### config.mk
export PLATFORM = sky130hd
export DESIGN_NAME = scl_top
export DESIGN_NICKNAME = d
export VERILOG_FILES = /design/src/core/scl_pkg.sv /design/src/core/scl_top.sv
export SDC_FILE = /design/constraint.sdc
export NUM_CORES = 1
export LEC_CHECK = 0
export BUFFER_PORTS_ARGS = -buffer_cell sky130_fd_sc_hd__buf_2
export CAP_MARGIN = 20
export CELL_PAD_IN_SITES_DETAIL_PLACEMENT = 1
export CELL_PAD_IN_SITES_GLOBAL_PLACEMENT = 1
export CORE_AREA = 2 2 150 211
export CTS_BUF_LIST = sky130_fd_sc_hd__clkbuf_8
export CTS_CLUSTER_DIAMETER = 50
export CTS_CLUSTER_SIZE = 20
export DETAILED_ROUTE_END_ITERATION = 6
export DIE_AREA = 0 0 152 213
export PLACE_DENSITY_LB_ADDON = 0.3
export REMOVE_ABC_BUFFERS = 1
export SYNTH_ARGS = -nofsm -noshare
export SYNTH_HDL_FRONTEND = slang
export SYNTH_SLANG_ARGS = --single-unit
### constraint.sdc
create_clock -name core_clk_i -period 2.55 [get_ports core_clk_i]
set_input_delay 0.1275 -clock core_clk_i [delete_from_list [all_inputs] [get_ports core_clk_i]]
set_output_delay 0.1275 -clock core_clk_i [all_outputs]
set_load 0.02 [all_outputs]
### src/core/scl_pkg.sv
package scl_pkg;
  // register indexes; the bus byte address is four times the index
  localparam logic [7:0] IDX_CHIP_ID = 8'h20;
  localparam logic [7:0] IDX_CFG1 = 8'h21;
  localparam logic [7:0] IDX_CFG2 = 8'h22;
  localparam logic [7:0] IDX_CFG3 = 8'h23;
  localparam logic [7:0] IDX_CFG4 = 8'h24;
  localparam logic [7:0] IDX_CFG5 = 8'h25;
  localparam logic [7:0] IDX_REV = 8'h27;
  localparam logic [7:0] IDX_CFG8 = 8'h28;
  localparam logic [7:0] IDX_CFGA = 8'h2A;
  localparam logic [7:0] IDX_CFGB = 8'h2B;
  localparam logic [7:0] IDX_CFGC = 8'h2C;
  localparam logic [7:0] IDX_CFGD = 8'h2D;
  localparam logic [7:0] IDX_STATUS = 8'h30;
  localparam logic [7:0] IDX_SYSCTL = 8'h31;
  // identity values are arbitrary
  localparam logic [7:0] CHIP_ID_VAL = 8'h5A;
  localparam logic [7:0] CHIP_REV_VAL = 8'h01;
  // reset values
  localparam logic [7:0] CFG1_RST = 8'h11;
  localparam logic [7:0] CFG_RST = 8'h00;
  localparam logic [7:0] CFGD_RST = 8'h01;
  // field positions
  localparam int D_MODE_BIT = 0;
  localparam int D_TMO_LO = 3;
  localparam int D_POL_BIT = 7;
  localparam int B_LMODE_LO = 2;
  localparam int C_LED1_LO = 0;
  localparam int C_LED2_LO = 3;
  localparam int C_S5SW_BIT = 6;
  localparam int A_LED1_LO = 1;
  localparam int A_LED2_BIT = 3;
  localparam int ST_CROWBAR_BIT = 0;
  // led mode codes
  localparam logic [1:0] LMODE_HW1 = 2'h1;
  localparam logic [1:0] LMODE_HW2 = 2'h2;
  // led state codes
  localparam logic [2:0] LS_OFF = 3'h0;
  localparam logic [2:0] LS_ON = 3'h1;
  localparam logic [2:0] LS_B1HZ = 3'h2;
  localparam logic [2:0] LS_B2HZ = 3'h3;
  localparam logic [2:0] LS_BHALF = 3'h4;
  localparam logic [2:0] LS_BQTR = 3'h5;
  // timing
  localparam int CLK_HZ = 10_000_000;
  localparam int TMO_BASE_MS = 500;
  localparam int TMO_STEP_MS = 250;
  localparam int TMO_STEP_CYC = TMO_STEP_MS * (CLK_HZ / 1000);
  localparam int BLINK_HALF_MS = 125;
  localparam int BLINK_TICK_CYC = BLINK_HALF_MS * (CLK_HZ / 1000);
  localparam int PWB_PULSE_MS = 100;
  localparam int PWB_PULSE_CYC = PWB_PULSE_MS * (CLK_HZ / 1000);
  // axi responses
  localparam logic [1:0] RESP_OKAY = 2'h0;
  localparam logic [1:0] RESP_SLVERR = 2'h2;
  typedef enum logic [1:0] {
    CB_IDLE = 2'b00,
    CB_COUNT = 2'b01,
    CB_TRIP = 2'b11
  } scl_cb_t;
endpackage

### src/core/scl_top.sv
`timescale 1ns/1ps
// Overview of operation
// - supply-on asserted while supply inactive starts the crowbar timer
// - terminal count before supply active flags crowbar, drops supply-on, forces off
// - crowbar timeout 0.5 to 2.25 s from register D bits 4-3
// - crowbar pulses the power-button output toward the power controller
// - register D bit 0 selects ACPI mode (1) or legacy mode (0)
// - two LED outputs, enabled by register A bits 1-2 and bit 3
// - register D bit 7 sets the active level of both LEDs
// - register B bits 3-2 select software, hardware 1 or hardware 2 LED mode
// - register C: LED1 state bits 0-2, LED2 state bits 3-5
// - with main and standby power, LEDs follow software unless hardware mode overrides
// - hardware 1 after standby reset: LED1 off, LED2 blinks 1 Hz half duty
// - hardware 1, ACPI mode, main power absent: LED1 software, LED2 blinks 1 Hz
// - hardware mode, ACPI and sleep 3: both LEDs follow software
// - hardware 2, ACPI, sleep 5, C bit 6 and supply control: software LEDs
// - hardware 2, any other ACPI configuration: both LEDs off
// - legacy mode with main power absent: hardware modes force LEDs off
// - two straps sampled at standby reset; unconnected straps read zero
// - straps 00 ctl, 01 LED2, 10 none, 11 ctl and LED2
// - write-one-to-clear bits clear on one, unchanged on zero
// - split registers: read returns one register, write updates another
// - registers occupy indexes 20h-25h, 27h, 28h, 2Ah-2Dh, 30h and 31h; 2Eh reserved and unused
// - chip identity register is read-only, fixed identity code
module scl_top #(
  parameter int TMO_STEP_CYCLES = scl_pkg::TMO_STEP_CYC,
  parameter int BLINK_TICK_CYCLES = scl_pkg::BLINK_TICK_CYC,
  parameter int PWB_PULSE_CYCLES = scl_pkg::PWB_PULSE_CYC
) (
  input wire logic core_clk_i,
  input wire logic reset_n_i,
  input wire logic [9:0] s_axi_awaddr_i,
  input wire logic s_axi_awvalid_i,
  output logic s_axi_awready_o,
  input wire logic [31:0] s_axi_wdata_i,
  input wire logic [3:0] s_axi_wstrb_i,
  input wire logic s_axi_wvalid_i,
  output logic s_axi_wready_o,
  output logic [1:0] s_axi_bresp_o,
  output logic s_axi_bvalid_o,
  input wire logic s_axi_bready_i,
  input wire logic [9:0] s_axi_araddr_i,
  input wire logic s_axi_arvalid_i,
  output logic s_axi_arready_o,
  output logic [31:0] s_axi_rdata_o,
  output logic [1:0] s_axi_rresp_o,
  output logic s_axi_rvalid_o,
  input wire logic s_axi_rready_i,
  input wire logic supply_led_strap0_i,
  input wire logic supply_led_strap1_i,
  input wire logic sleep_s3_i,
  input wire logic sleep_s5_i,
  input wire logic supply_ok_i,
  input wire logic main_power_i,
  input wire logic supply_on_req_i,
  output logic supply_on_output_o,
  output logic power_button_output_n_o,
  output logic led1_o,
  output logic led2_o,
  output logic supply_controller_en_o
);
  import scl_pkg::*;

  localparam int TMO_W = $clog2((4 * TMO_BASE_MS / TMO_STEP_MS + 8) * TMO_STEP_CYCLES);
  localparam int BLK_W = $clog2(BLINK_TICK_CYCLES + 1);
  localparam int PWB_W = $clog2(PWB_PULSE_CYCLES + 1);

  // elaboration guard: zero counts stall the dividers, oversized steps overflow the timer math
  if (TMO_STEP_CYCLES < 1 || TMO_STEP_CYCLES > 100_000_000 || BLINK_TICK_CYCLES < 1
      || PWB_PULSE_CYCLES < 1) begin : g_param_check
    $error("scl_top: cycle count parameter out of range");
  end

  // timeout steps: 0.5 s base plus 0.25 s per code step gives 0.5..1.0 s; code 3 gives 2.25 s
  function automatic logic [TMO_W-1:0] tmo_cycles(input logic [1:0] code);
    int unsigned steps;
    steps = (code == 2'h3) ? 9 : 2 + code;
    return TMO_W'(steps * TMO_STEP_CYCLES);
  endfunction

  // blink pattern lookup from a shared divider phase
  function automatic logic led_pattern(input logic [2:0] st, input logic [3:0] ph);
    case (st)
      LS_OFF: led_pattern = 1'b0;
      LS_ON: led_pattern = 1'b1;
      LS_B1HZ: led_pattern = ph[2];
      LS_B2HZ: led_pattern = ph[1];
      LS_BHALF: led_pattern = ph[3];
      LS_BQTR: led_pattern = ph[3] & ph[2];
      default: led_pattern = 1'b0;
    endcase
  endfunction

  logic [7:0] cfg1_q, cfg2_q, cfg3_q, cfg4_q, cfg5_q, cfg8_q;
  logic [7:0] cfga_q, cfgb_q, cfgc_q, cfgd_q;
  logic crowbar_flag_q;
  logic strap_done_q, psc_en_q, led2_sel_q;
  logic after_reset_q;
  logic aw_full_q, w_full_q;
  logic [7:0] aw_idx_q;
  logic [31:0] wdata_q;
  logic [3:0] wstrb_q;
  logic wr_fire;
  logic [7:0] ar_idx;
  logic rd_hit;
  logic [7:0] rd_byte;
  scl_cb_t cb_state_q;
  logic [TMO_W-1:0] cb_cnt_q;
  logic [BLK_W-1:0] blk_cnt_q;
  logic [3:0] blk_ph_q;
  logic [PWB_W-1:0] pwb_cnt_q;
  logic trip;
  logic lock;
  logic led1_raw, led2_raw;

  assign lock = cfg1_q[7];
  assign wr_fire = aw_full_q && w_full_q && !s_axi_bvalid_o;
  assign trip = (cb_state_q == CB_COUNT) && (cb_cnt_q == 0) && !supply_ok_i;

  // straps caught once after reset release; pull-downs make open straps read zero
  always_ff @(posedge core_clk_i or negedge reset_n_i) begin
    if (!reset_n_i) begin
      strap_done_q <= 1'b0;
      psc_en_q <= 1'b0;
      led2_sel_q <= 1'b0;
    end else if (!strap_done_q) begin
      strap_done_q <= 1'b1;
      psc_en_q <= supply_led_strap0_i ~^ supply_led_strap1_i;
      led2_sel_q <= supply_led_strap1_i;
    end
  end

  // axi write address and data captured independently, in either order
  always_ff @(posedge core_clk_i or negedge reset_n_i) begin
    if (!reset_n_i) begin
      aw_full_q <= 1'b0;
      w_full_q <= 1'b0;
      aw_idx_q <= 8'h00;
      wdata_q <= 32'h0000_0000;
      wstrb_q <= 4'h0;
    end else begin
      if (s_axi_awvalid_i && s_axi_awready_o) begin
        aw_full_q <= 1'b1;
        aw_idx_q <= s_axi_awaddr_i[9:2];
      end else if (wr_fire) begin
        aw_full_q <= 1'b0;
      end
      if (s_axi_wvalid_i && s_axi_wready_o) begin
        w_full_q <= 1'b1;
        wdata_q <= s_axi_wdata_i;
        wstrb_q <= s_axi_wstrb_i;
      end else if (wr_fire) begin
        w_full_q <= 1'b0;
      end
    end
  end

  // ready only while the holding slot is empty, so a pending write cannot be overrun
  always_ff @(posedge core_clk_i or negedge reset_n_i) begin
    if (!reset_n_i) begin
      s_axi_awready_o <= 1'b0;
      s_axi_wready_o <= 1'b0;
    end else begin
      s_axi_awready_o <= !aw_full_q && !(s_axi_awvalid_i && s_axi_awready_o);
      s_axi_wready_o <= !w_full_q && !(s_axi_wvalid_i && s_axi_wready_o);
    end
  end

  // write response; unmapped or read-only index answers slave error
  always_ff @(posedge core_clk_i or negedge reset_n_i) begin
    if (!reset_n_i) begin
      s_axi_bvalid_o <= 1'b0;
      s_axi_bresp_o <= RESP_OKAY;
    end else if (wr_fire) begin
      s_axi_bvalid_o <= 1'b1;
      case (aw_idx_q)
        IDX_CFG1, IDX_CFG2, IDX_CFG3, IDX_CFG4, IDX_CFG5, IDX_CFG8,
        IDX_CFGA, IDX_CFGB, IDX_CFGC, IDX_CFGD, IDX_STATUS: s_axi_bresp_o <= RESP_OKAY;
        default: s_axi_bresp_o <= RESP_SLVERR;
      endcase
    end else if (s_axi_bready_i) begin
      s_axi_bvalid_o <= 1'b0;
    end
  end

  // configuration registers; pin-function bits freeze once the lock bit is set
  always_ff @(posedge core_clk_i or negedge reset_n_i) begin
    if (!reset_n_i) begin
      cfg1_q <= CFG1_RST;
      cfg2_q <= CFG_RST;
      cfg3_q <= CFG_RST;
      cfg4_q <= CFG_RST;
      cfg5_q <= CFG_RST;
      cfg8_q <= CFG_RST;
      cfga_q <= CFG_RST;
      cfgb_q <= CFG_RST;
      cfgc_q <= CFG_RST;
      cfgd_q <= CFGD_RST;
    end else if (wr_fire && wstrb_q[0]) begin
      case (aw_idx_q)
        IDX_CFG1: cfg1_q <= {wdata_q[7] | lock, wdata_q[6:2], 1'b0, wdata_q[0]}; // soft reset reads 0
        IDX_CFG2: if (!lock) cfg2_q <= wdata_q[7:0];
        IDX_CFG3: if (!lock) cfg3_q <= wdata_q[7:0];
        IDX_CFG4: if (!lock) cfg4_q <= wdata_q[7:0];
        IDX_CFG5: if (!lock) cfg5_q <= wdata_q[7:0];
        IDX_CFG8: cfg8_q <= wdata_q[7:0];
        IDX_CFGA: if (!lock) cfga_q <= wdata_q[7:0];
        IDX_CFGB: if (!lock) cfgb_q <= wdata_q[7:0];
        IDX_CFGC: cfgc_q <= wdata_q[7:0];
        IDX_CFGD: cfgd_q <= wdata_q[7:0];
        default: ;
      endcase
    end
  end

  // crowbar flag: hardware set wins over a same-cycle one-to-clear
  always_ff @(posedge core_clk_i or negedge reset_n_i) begin
    if (!reset_n_i) begin
      crowbar_flag_q <= 1'b0;
    end else if (trip) begin
      crowbar_flag_q <= 1'b1;
    end else if (wr_fire && wstrb_q[0] && aw_idx_q == IDX_STATUS
                 && wdata_q[ST_CROWBAR_BIT]) begin
      crowbar_flag_q <= 1'b0;
    end
  end

  // read decode: status index reads the flag, writes of one to it clear (split behaviour)
  always_comb begin
    ar_idx = s_axi_araddr_i[9:2];
    rd_hit = 1'b1;
    case (ar_idx)
      IDX_CHIP_ID: rd_byte = CHIP_ID_VAL;
      IDX_CFG1: rd_byte = cfg1_q;
      IDX_CFG2: rd_byte = cfg2_q;
      IDX_CFG3: rd_byte = cfg3_q;
      IDX_CFG4: rd_byte = cfg4_q;
      IDX_CFG5: rd_byte = cfg5_q;
      IDX_REV: rd_byte = CHIP_REV_VAL;
      IDX_CFG8: rd_byte = cfg8_q;
      IDX_CFGA: rd_byte = cfga_q;
      IDX_CFGB: rd_byte = cfgb_q;
      IDX_CFGC: rd_byte = cfgc_q;
      IDX_CFGD: rd_byte = cfgd_q;
      IDX_STATUS: rd_byte = {7'h00, crowbar_flag_q};
      IDX_SYSCTL: rd_byte = {5'h00, led2_sel_q, psc_en_q, supply_on_output_o};
      default: begin
        rd_byte = 8'h00;
        rd_hit = 1'b0;
      end
    endcase
  end

  // read channel: accept one address, answer on the next edge
  always_ff @(posedge core_clk_i or negedge reset_n_i) begin
    if (!reset_n_i) begin
      s_axi_arready_o <= 1'b0;
      s_axi_rvalid_o <= 1'b0;
      s_axi_rdata_o <= 32'h0000_0000;
      s_axi_rresp_o <= RESP_OKAY;
    end else if (s_axi_arvalid_i && s_axi_arready_o) begin
      s_axi_arready_o <= 1'b0;
      s_axi_rvalid_o <= 1'b1;
      s_axi_rdata_o <= {24'h000000, rd_byte};
      s_axi_rresp_o <= rd_hit ? RESP_OKAY : RESP_SLVERR;
    end else if (s_axi_rvalid_o) begin
      if (s_axi_rready_i) begin
        s_axi_rvalid_o <= 1'b0;
        s_axi_arready_o <= 1'b1;
      end
    end else begin
      s_axi_arready_o <= 1'b1;
    end
  end

  // crowbar timer loads on supply-on with supply still down and counts down
  always_ff @(posedge core_clk_i or negedge reset_n_i) begin
    if (!reset_n_i) begin
      cb_state_q <= CB_IDLE;
      cb_cnt_q <= '0;
    end else begin
      case (cb_state_q)
        CB_IDLE: if (supply_on_output_o && !supply_ok_i) begin
          cb_state_q <= CB_COUNT;
          cb_cnt_q <= tmo_cycles(cfgd_q[D_TMO_LO +: 2]);
        end
        CB_COUNT: if (!supply_on_output_o || supply_ok_i) begin
          cb_state_q <= CB_IDLE;
          cb_cnt_q <= '0;
        end else if (trip) begin
          cb_state_q <= CB_TRIP;
        end else begin
          cb_cnt_q <= cb_cnt_q - 1'b1;
        end
        CB_TRIP: if (!supply_on_req_i) begin
          cb_state_q <= CB_IDLE; // rearm only after the request falls, avoids retrip loop
        end
        default: cb_state_q <= CB_IDLE;
      endcase
    end
  end

  // supply-on follows the request only when the straps enable supply control (psc_en_q), forced low while tripped
  always_ff @(posedge core_clk_i or negedge reset_n_i) begin
    if (!reset_n_i) begin
      supply_on_output_o <= 1'b0;
      supply_controller_en_o <= 1'b0;
    end else begin
      supply_controller_en_o <= psc_en_q;
      supply_on_output_o <= psc_en_q && supply_on_req_i && !trip
                            && cb_state_q != CB_TRIP;
    end
  end

  // power-button pulse, active low, fired by a crowbar trip
  always_ff @(posedge core_clk_i or negedge reset_n_i) begin
    if (!reset_n_i) begin
      pwb_cnt_q <= '0;
      power_button_output_n_o <= 1'b1;
    end else if (trip) begin
      pwb_cnt_q <= PWB_W'(PWB_PULSE_CYCLES);
      power_button_output_n_o <= 1'b0;
    end else if (pwb_cnt_q != 0) begin
      pwb_cnt_q <= pwb_cnt_q - 1'b1;
      power_button_output_n_o <= (pwb_cnt_q == 1);
    end
  end

  // free-running blink divider; phase bit 2 toggles every 0.5 s for a 1 Hz square
  always_ff @(posedge core_clk_i or negedge reset_n_i) begin
    if (!reset_n_i) begin
      blk_cnt_q <= '0;
      blk_ph_q <= 4'h0;
    end else if (blk_cnt_q == BLK_W'(BLINK_TICK_CYCLES - 1)) begin
      blk_cnt_q <= '0;
      blk_ph_q <= blk_ph_q + 1'b1;
    end else begin
      blk_cnt_q <= blk_cnt_q + 1'b1;
    end
  end

  // remembers the post-reset window until software first writes register C
  always_ff @(posedge core_clk_i or negedge reset_n_i) begin
    if (!reset_n_i) begin
      after_reset_q <= 1'b1;
    end else if (wr_fire && aw_idx_q == IDX_CFGC) begin
      after_reset_q <= 1'b0;
    end
  end

  // led source selection; hardware modes override software state
  always_comb begin
    logic sw1, sw2, acpi;
    logic [1:0] lm;
    sw1 = led_pattern(cfgc_q[C_LED1_LO +: 3], blk_ph_q);
    sw2 = led_pattern(cfgc_q[C_LED2_LO +: 3], blk_ph_q);
    acpi = cfgd_q[D_MODE_BIT];
    lm = cfgb_q[B_LMODE_LO +: 2];
    led1_raw = sw1;
    led2_raw = sw2;
    if (lm == LMODE_HW1 || lm == LMODE_HW2) begin
      if (acpi && sleep_s3_i) begin
        led1_raw = sw1;
        led2_raw = sw2;
      end else if (!acpi && !main_power_i) begin
        led1_raw = 1'b0;
        led2_raw = 1'b0;
      end else if (lm == LMODE_HW1) begin
        led1_raw = after_reset_q ? 1'b0 : sw1;
        led2_raw = blk_ph_q[2];
      end else if (acpi && sleep_s5_i && cfgc_q[C_S5SW_BIT] && psc_en_q) begin
        led1_raw = sw1;
        led2_raw = sw2;
      end else if (acpi) begin
        led1_raw = 1'b0;
        led2_raw = 1'b0;
      end
    end
  end

  // pin enable and polarity applied at the flops; disabled pins sit inactive
  always_ff @(posedge core_clk_i or negedge reset_n_i) begin
    if (!reset_n_i) begin
      led1_o <= 1'b0;
      led2_o <= 1'b0;
    end else begin
      led1_o <= ((cfga_q[A_LED1_LO +: 2] != 2'h0) & led1_raw) ^ ~cfgd_q[D_POL_BIT];
      led2_o <= (cfga_q[A_LED2_BIT] & led2_sel_q & led2_raw) ^ ~cfgd_q[D_POL_BIT];
    end
  end

endmodule

Yosys cells after proc, flatten, opt, wreduce, memory -nomap -nowiden
Cells that the tools add are included.
{"block": "word_totals", "inputBits": 70, "regBits": 198, "elab_cells": 207, "output_inout_bits": 46}
{"block": "classes", "eq_ne": 48, "addsub": 5, "n_bitwise": 10, "mux": 47, "n_reduce_logical": 58, "n_mul": 1}
{"op": "8-bit by 6-bit equality test with 1-bit output (second input constant)", "n": 25}
{"op": "8-bit one-hot mux with 14 select lines", "n": 1}
{"op": "26-bit two-way mux", "n": 3}
{"op": "26-bit one-hot mux with 2 select lines", "n": 1}
{"op": "20-bit two-way mux", "n": 2}
{"op": "1-bit two-way mux", "n": 29}
{"op": "26-bit zero test", "n": 1}
{"op": "26-bit by 1-bit subtractor with 26-bit output (second input constant)", "n": 1}
{"op": "3-bit AND reduction", "n": 8}
{"op": "1-bit logical AND", "n": 22}
{"op": "21-bit by 1-bit adder with 21-bit output (second input constant)", "n": 1}
{"op": "21-bit equality test (second input constant)", "n": 1}
{"op": "4-bit by 17-bit multiplier with 21-bit output (second input constant)", "n": 1}
{"op": "21-bit two-way mux", "n": 1}
{"op": "20-bit by 1-bit equality test with 1-bit output (second input constant)", "n": 1}
{"op": "20-bit nonzero test", "n": 1}
{"op": "20-bit by 1-bit subtractor with 20-bit output (second input constant)", "n": 1}
{"op": "2-bit nonzero test", "n": 7}
{"op": "14-bit OR reduction", "n": 1}
{"op": "3-bit by 2-bit equality test with 1-bit output (second input constant)", "n": 4}
{"op": "3-bit equality test (second input constant)", "n": 4}
{"op": "2-bit two-way mux", "n": 6}
{"op": "11-bit OR reduction", "n": 1}
{"op": "1-bit zero test", "n": 10}
{"op": "other kinds (19)", "n": 36}

Depth between registers and ports, before layout
{"block": "logic_depth", "depth_word": 10, "depth_mapped": 8, "ltp_nobuf": 7}

Least setup slack after synthesis
No wires, ideal clock.
{"block": "synth_timing", "path_kind": "register to register", "start": "register s_axi_bvalid_o", "end": "register cfga_q[0]", "setup_ns": 0.125, "required_ns": 2.425, "arrival_ns": 2.232, "period_less_slack_ns": 2.356, "path_slack_ns": 0.194, "stages_incl_launch_ff": 7, "path_buffers": 1, "cell_sequence": "dfrtp_1 > and3b_1 > nand3_1 > or4_1 > buf_2 > nor3_2 > mux2_2"}
{"block": "synth_between", "elab_chain_cells": 4}
{"element": "start: declaration", "line_no": "scl_top.sv:40", "text": "output logic s_axi_bvalid_o,"}
{"element": "start signal: assignment", "line_no": "scl_top.sv:172", "text": "s_axi_bvalid_o <= 1'b0;"}
{"element": "start signal: assignment", "line_no": "scl_top.sv:175", "text": "s_axi_bvalid_o <= 1'b1;"}
{"element": "start signal: assignment", "line_no": "scl_top.sv:182", "text": "s_axi_bvalid_o <= 1'b0;"}
{"element": "1-bit zero test", "line_no": "scl_top.sv:117", "text": "assign wr_fire = aw_full_q && w_full_q && !s_axi_bvalid_o;"}
{"element": "1-bit logical AND", "line_no": "scl_top.sv:117"}
{"element": "1-bit logical AND", "line_no": "scl_top.sv:199", "text": "end else if (wr_fire && wstrb_q[0]) begin"}
{"element": "3-bit AND reduction (no line)"}
{"element": "end signal: assignment", "line_no": "scl_top.sv:207", "text": "IDX_CFGA: if (!lock) cfga_q <= wdata_q[7:0];"}
{"element": "end: declaration", "line_no": "scl_top.sv:95", "text": "logic [7:0] cfga_q, cfgb_q, cfgc_q, cfgd_q;"}
No other way between the ends.
A chain may end at the register's enable or synchronous reset.

Worst setup path after layout
{"block": "layout_timing", "start": "register cb_cnt_q[18]", "end": "register cb_cnt_q[17]"}
{"block": "layout_between", "elab_chain_cells": 5}
{"element": "start: declaration", "line_no": "scl_top.sv:108", "text": "logic [TMO_W-1:0] cb_cnt_q;"}
{"element": "start signal: assignment", "line_no": "scl_top.sv:285", "text": "cb_cnt_q <= tmo_cycles(cfgd_q[D_TMO_LO +: 2]);"}
{"element": "start signal: assignment", "line_no": "scl_top.sv:293", "text": "cb_cnt_q <= cb_cnt_q - 1'b1;"}
{"element": "26-bit zero test", "line_no": "scl_top.sv:118", "text": "assign trip = (cb_state_q == CB_COUNT) && (cb_cnt_q == 0) && !supply_ok_i;"}
{"element": "1-bit logical AND (2 in a row)", "line_no": "scl_top.sv:118"}
{"element": "3-bit by 2-bit inequality test with 1-bit output (no line)"}
{"element": "3-bit AND reduction (no line)"}
No other way between the ends.

==> reports/results.ini <==
[synth]
yosys_warnings=0
ys_ff_latch=196
ys_types=78
synth-edff-count=0
synth_area_sq_um=10200
avgSynthCellArea_sq_um=10.6
syn_inst=962
synth_top_flop_cell=dfrtp_1
async_reset_ff_share_pct=100
ys_seq_area_share_pct=47.9

[sta]
hold_violations=0
min_period_over_period_pct=93.3
setup-tns-final_ps=0
worst_pin_slew_ps=590
setup_viol=0
whs_ps=123
rsz0062_at_grt=false
drv_slew=0
period_needed_ps=2380
slew_headroom_pct=59.6
max_freq_mhz=420
skew_ps=18.1

[setup_path]
cp.required_ps=2950
crit_cells=5
critPathCaptureType=flop
crit_path_top_delay_cell=or4_1
r2r_start=cb_cnt_q[18]
path_cells=or4_1, or3_1, or3_4, and4_1, o32ai_1
critPathCapture=cb_cnt_q[17]
start_kind=flop
path_class=flop to flop
slowest_delay_ps=620
arrival_ps=2770
cp.buffers_inverters=0
reg2reg_depth=5
worst_r2r_endpoint=cb_cnt_q[17]
path_max_fanout=6
startpoint=cb_cnt_q[18]
cpLargestDelayFamily=simple AND/OR/NAND/NOR gates
r2r_slack_ps=170

[route]
vias=7832
wl_per_cell_um=19.3
firstDrtPassIters=4
viasPerCell=5.30
wl_um=28500
drtIter0Drc=290
remaining_drc_errors=0
antenna_left=0

[clock_tree]
cts_buffers=17
cts.path.max_buffers=2
cts_setup_buffers=0
cts_tree=done
clockRootBuffer=clkbuf_8
h-tree-depth=4
clk_latency_ps=500
clock_sinks=196
clk_pin_slew_ps=100

[global_routing]
grt_pass1_wl_um=46400
gr-total-overflow=0
antenna_found_initial=0
grt_pass1_vias=8563
grt_max_degree=63
grt_usage_pct=18.1

[place]
hpwlAfterDp_um=20700
port_buffers=58
placed_area_sq_um=11200
placedCellCount=1417
gp_congestion=0.847

[power_and_ir_drop]
p_leak_uw=0.00522
power.density_nw_per_um2=658
vdd_drop_max_uv=616

[floorplan]
start_util_pct=33.6
ios=116
die_width_um=152
core_area_sq_um=30500
num_rows=76
die_area_sq_um=32400
die_y_um=213

[final_layout]
final_common_cell=dfrtp_1
drive_above_1_share_pct=26.2
syn2layout_area_growth_pct=15.5
final_core_util_pct=38.8
design_area_sq_um=11800
final_cell_mix=191 x dfrtp_1, 112 x mux2_2, 61 x nor2_1, 57 x buf_2, 54 x nand2_1
fin_cells=1477
fin_nets=1158

[status]
status=completed

[job]
drv_cap=0

[worst_hold_path]
worstHoldPathType=input pin to flop

## worst register-to-register path: stages (launching register included)
cell	delay, ps
dfrtp_1	410
or4_1	620
or3_1	410
or3_4	430
and4_1	170
o32ai_1	250
## power by group
group / internal, uW / switching, uW
Clock: 677 / 1130
Combinational: 787 / 925
Sequential: 3550 / 717
## state kept, by name, indices dropped and copies added, names as in the netlist, 2 cells and up
| signal | flops |
|---|---|
| aw_idx_q | 8 |
| blk_cnt_q | 21 |
| blk_ph_q | 4 |
| cb_cnt_q | 26 |
| cb_state_q | 2 |
| cfg1_q | 7 |
| cfg2_q | 8 |
| cfg3_q | 8 |
| cfg4_q | 8 |
| cfg5_q | 8 |
| cfg8_q | 8 |
| cfga_q | 8 |
| cfgb_q | 8 |
| cfgc_q | 8 |
| cfgd_q | 8 |
| pwb_cnt_q | 20 |
| s_axi_rdata_o | 8 |
| wdata_q | 8 |
## layer usage
layer	part of all wire [%]	routed length, um	vias to the layer above	track usage (%)
met3	2.2	629	53	2.48
met2	52	14900	136	32.7
met4	4.0	1130	0	9.31
li1	-	-	3653	-
met1	41	11800	3990	21.0
met5	0	0	-	0
## synth_stat cells, types with 12 or more instances
| master | number | share of area, % |
|---|---|---|
| dfrtp_1 | 191 | 47 |
| inv_1 | 32 | 1.2 |
| o21ai_0 | 48 | 2.3 |
| xor2_1 | 13 | 1.1 |
| a21oi_1 | 40 | 2.0 |
| mux2_2 | 112 | 12 |
| nand2_1 | 54 | 2.0 |
| nand2b_1 | 15 | 0.92 |
| xnor2_1 | 23 | 2.0 |
| ha_1 | 15 | 1.8 |
| nor4_1 | 13 | 0.79 |
| nand3_1 | 22 | 1.1 |
| mux2i_1 | 15 | 1.5 |
| o31ai_1 | 16 | 1.2 |
| nor2b_1 | 12 | 0.73 |
| nor3_1 | 29 | 1.4 |
| nand4_1 | 13 | 0.79 |
| nor2_1 | 61 | 2.2 |
| buf_4 | 29 | 2.1 |
| a31oi_1 | 13 | 0.79 |
| clkbuf_1 | 26 | 0.95 |
## timing repair
item	in CTS	in global routing
hold buffers	27	0
endpoints found under the setup margin	0	2
endpoints found under the hold margin	86	0
resized for setup	0	1
## how the worst min path moves through the flow
stage | cells past startpoint | slack [ps] | to | start
final | 4 | 120 | s_axi_rresp_o[1] | s_axi_araddr_i[9]
after global routing | 4 | 140 | s_axi_rresp_o[1] | s_axi_araddr_i[8]
after CTS | 4 | 80 | s_axi_rresp_o[1] | s_axi_araddr_i[9]
after detailed placement | 1 | 170 | blk_cnt_q[1] | reset_n_i
after global placement | 1 | 160 | blk_cnt_q[2] | reset_n_i
after floorplan | 0 | -170 | aw_full_q | reset_n_i
## per-stage QoR
| stage | total power, uW | worst slack [ps] |
|---|---|---|
| 5_1_grt | 8250 | 28.8 |
| 3_5_place_dp | 6020 | 168 |
| 3_3_place_gp | 5940 | 220 |
| 6_report | 7780 | 171 |
| 2_1_floorplan | 5160 | 64.3 |
| 4_1_cts | 7890 | 149 |
## cell families (layout without fill, tap and decap cells)
kind of cell	after synthesis	after routing	synth area share, %
and+or+nand+nor	302	302	16.9
DFF	196	196	47.9
other	2	28	0.0733
xor gates and xnor gates	36	36	3.08
AOI/OAI and AO/OA	184	184	11.6
adders and majority gates	15	15	1.83
muxes	127	127	13.8
buffers and inverters	100	199	4.76
## cell type report
type / count / area (sq um)
antenna: 1 / 2.50
clock buffer: 18 / 248
clock inverter: 14 / 77.6
fill: 3412 / 18700
inverter: 32 / 120
multi-input combinational: 691 / 4950
sequential: 196 / 4910
tap: 390 / 488
timing repair buffer: 135 / 1040
Power figures use the tool's default switching activity.
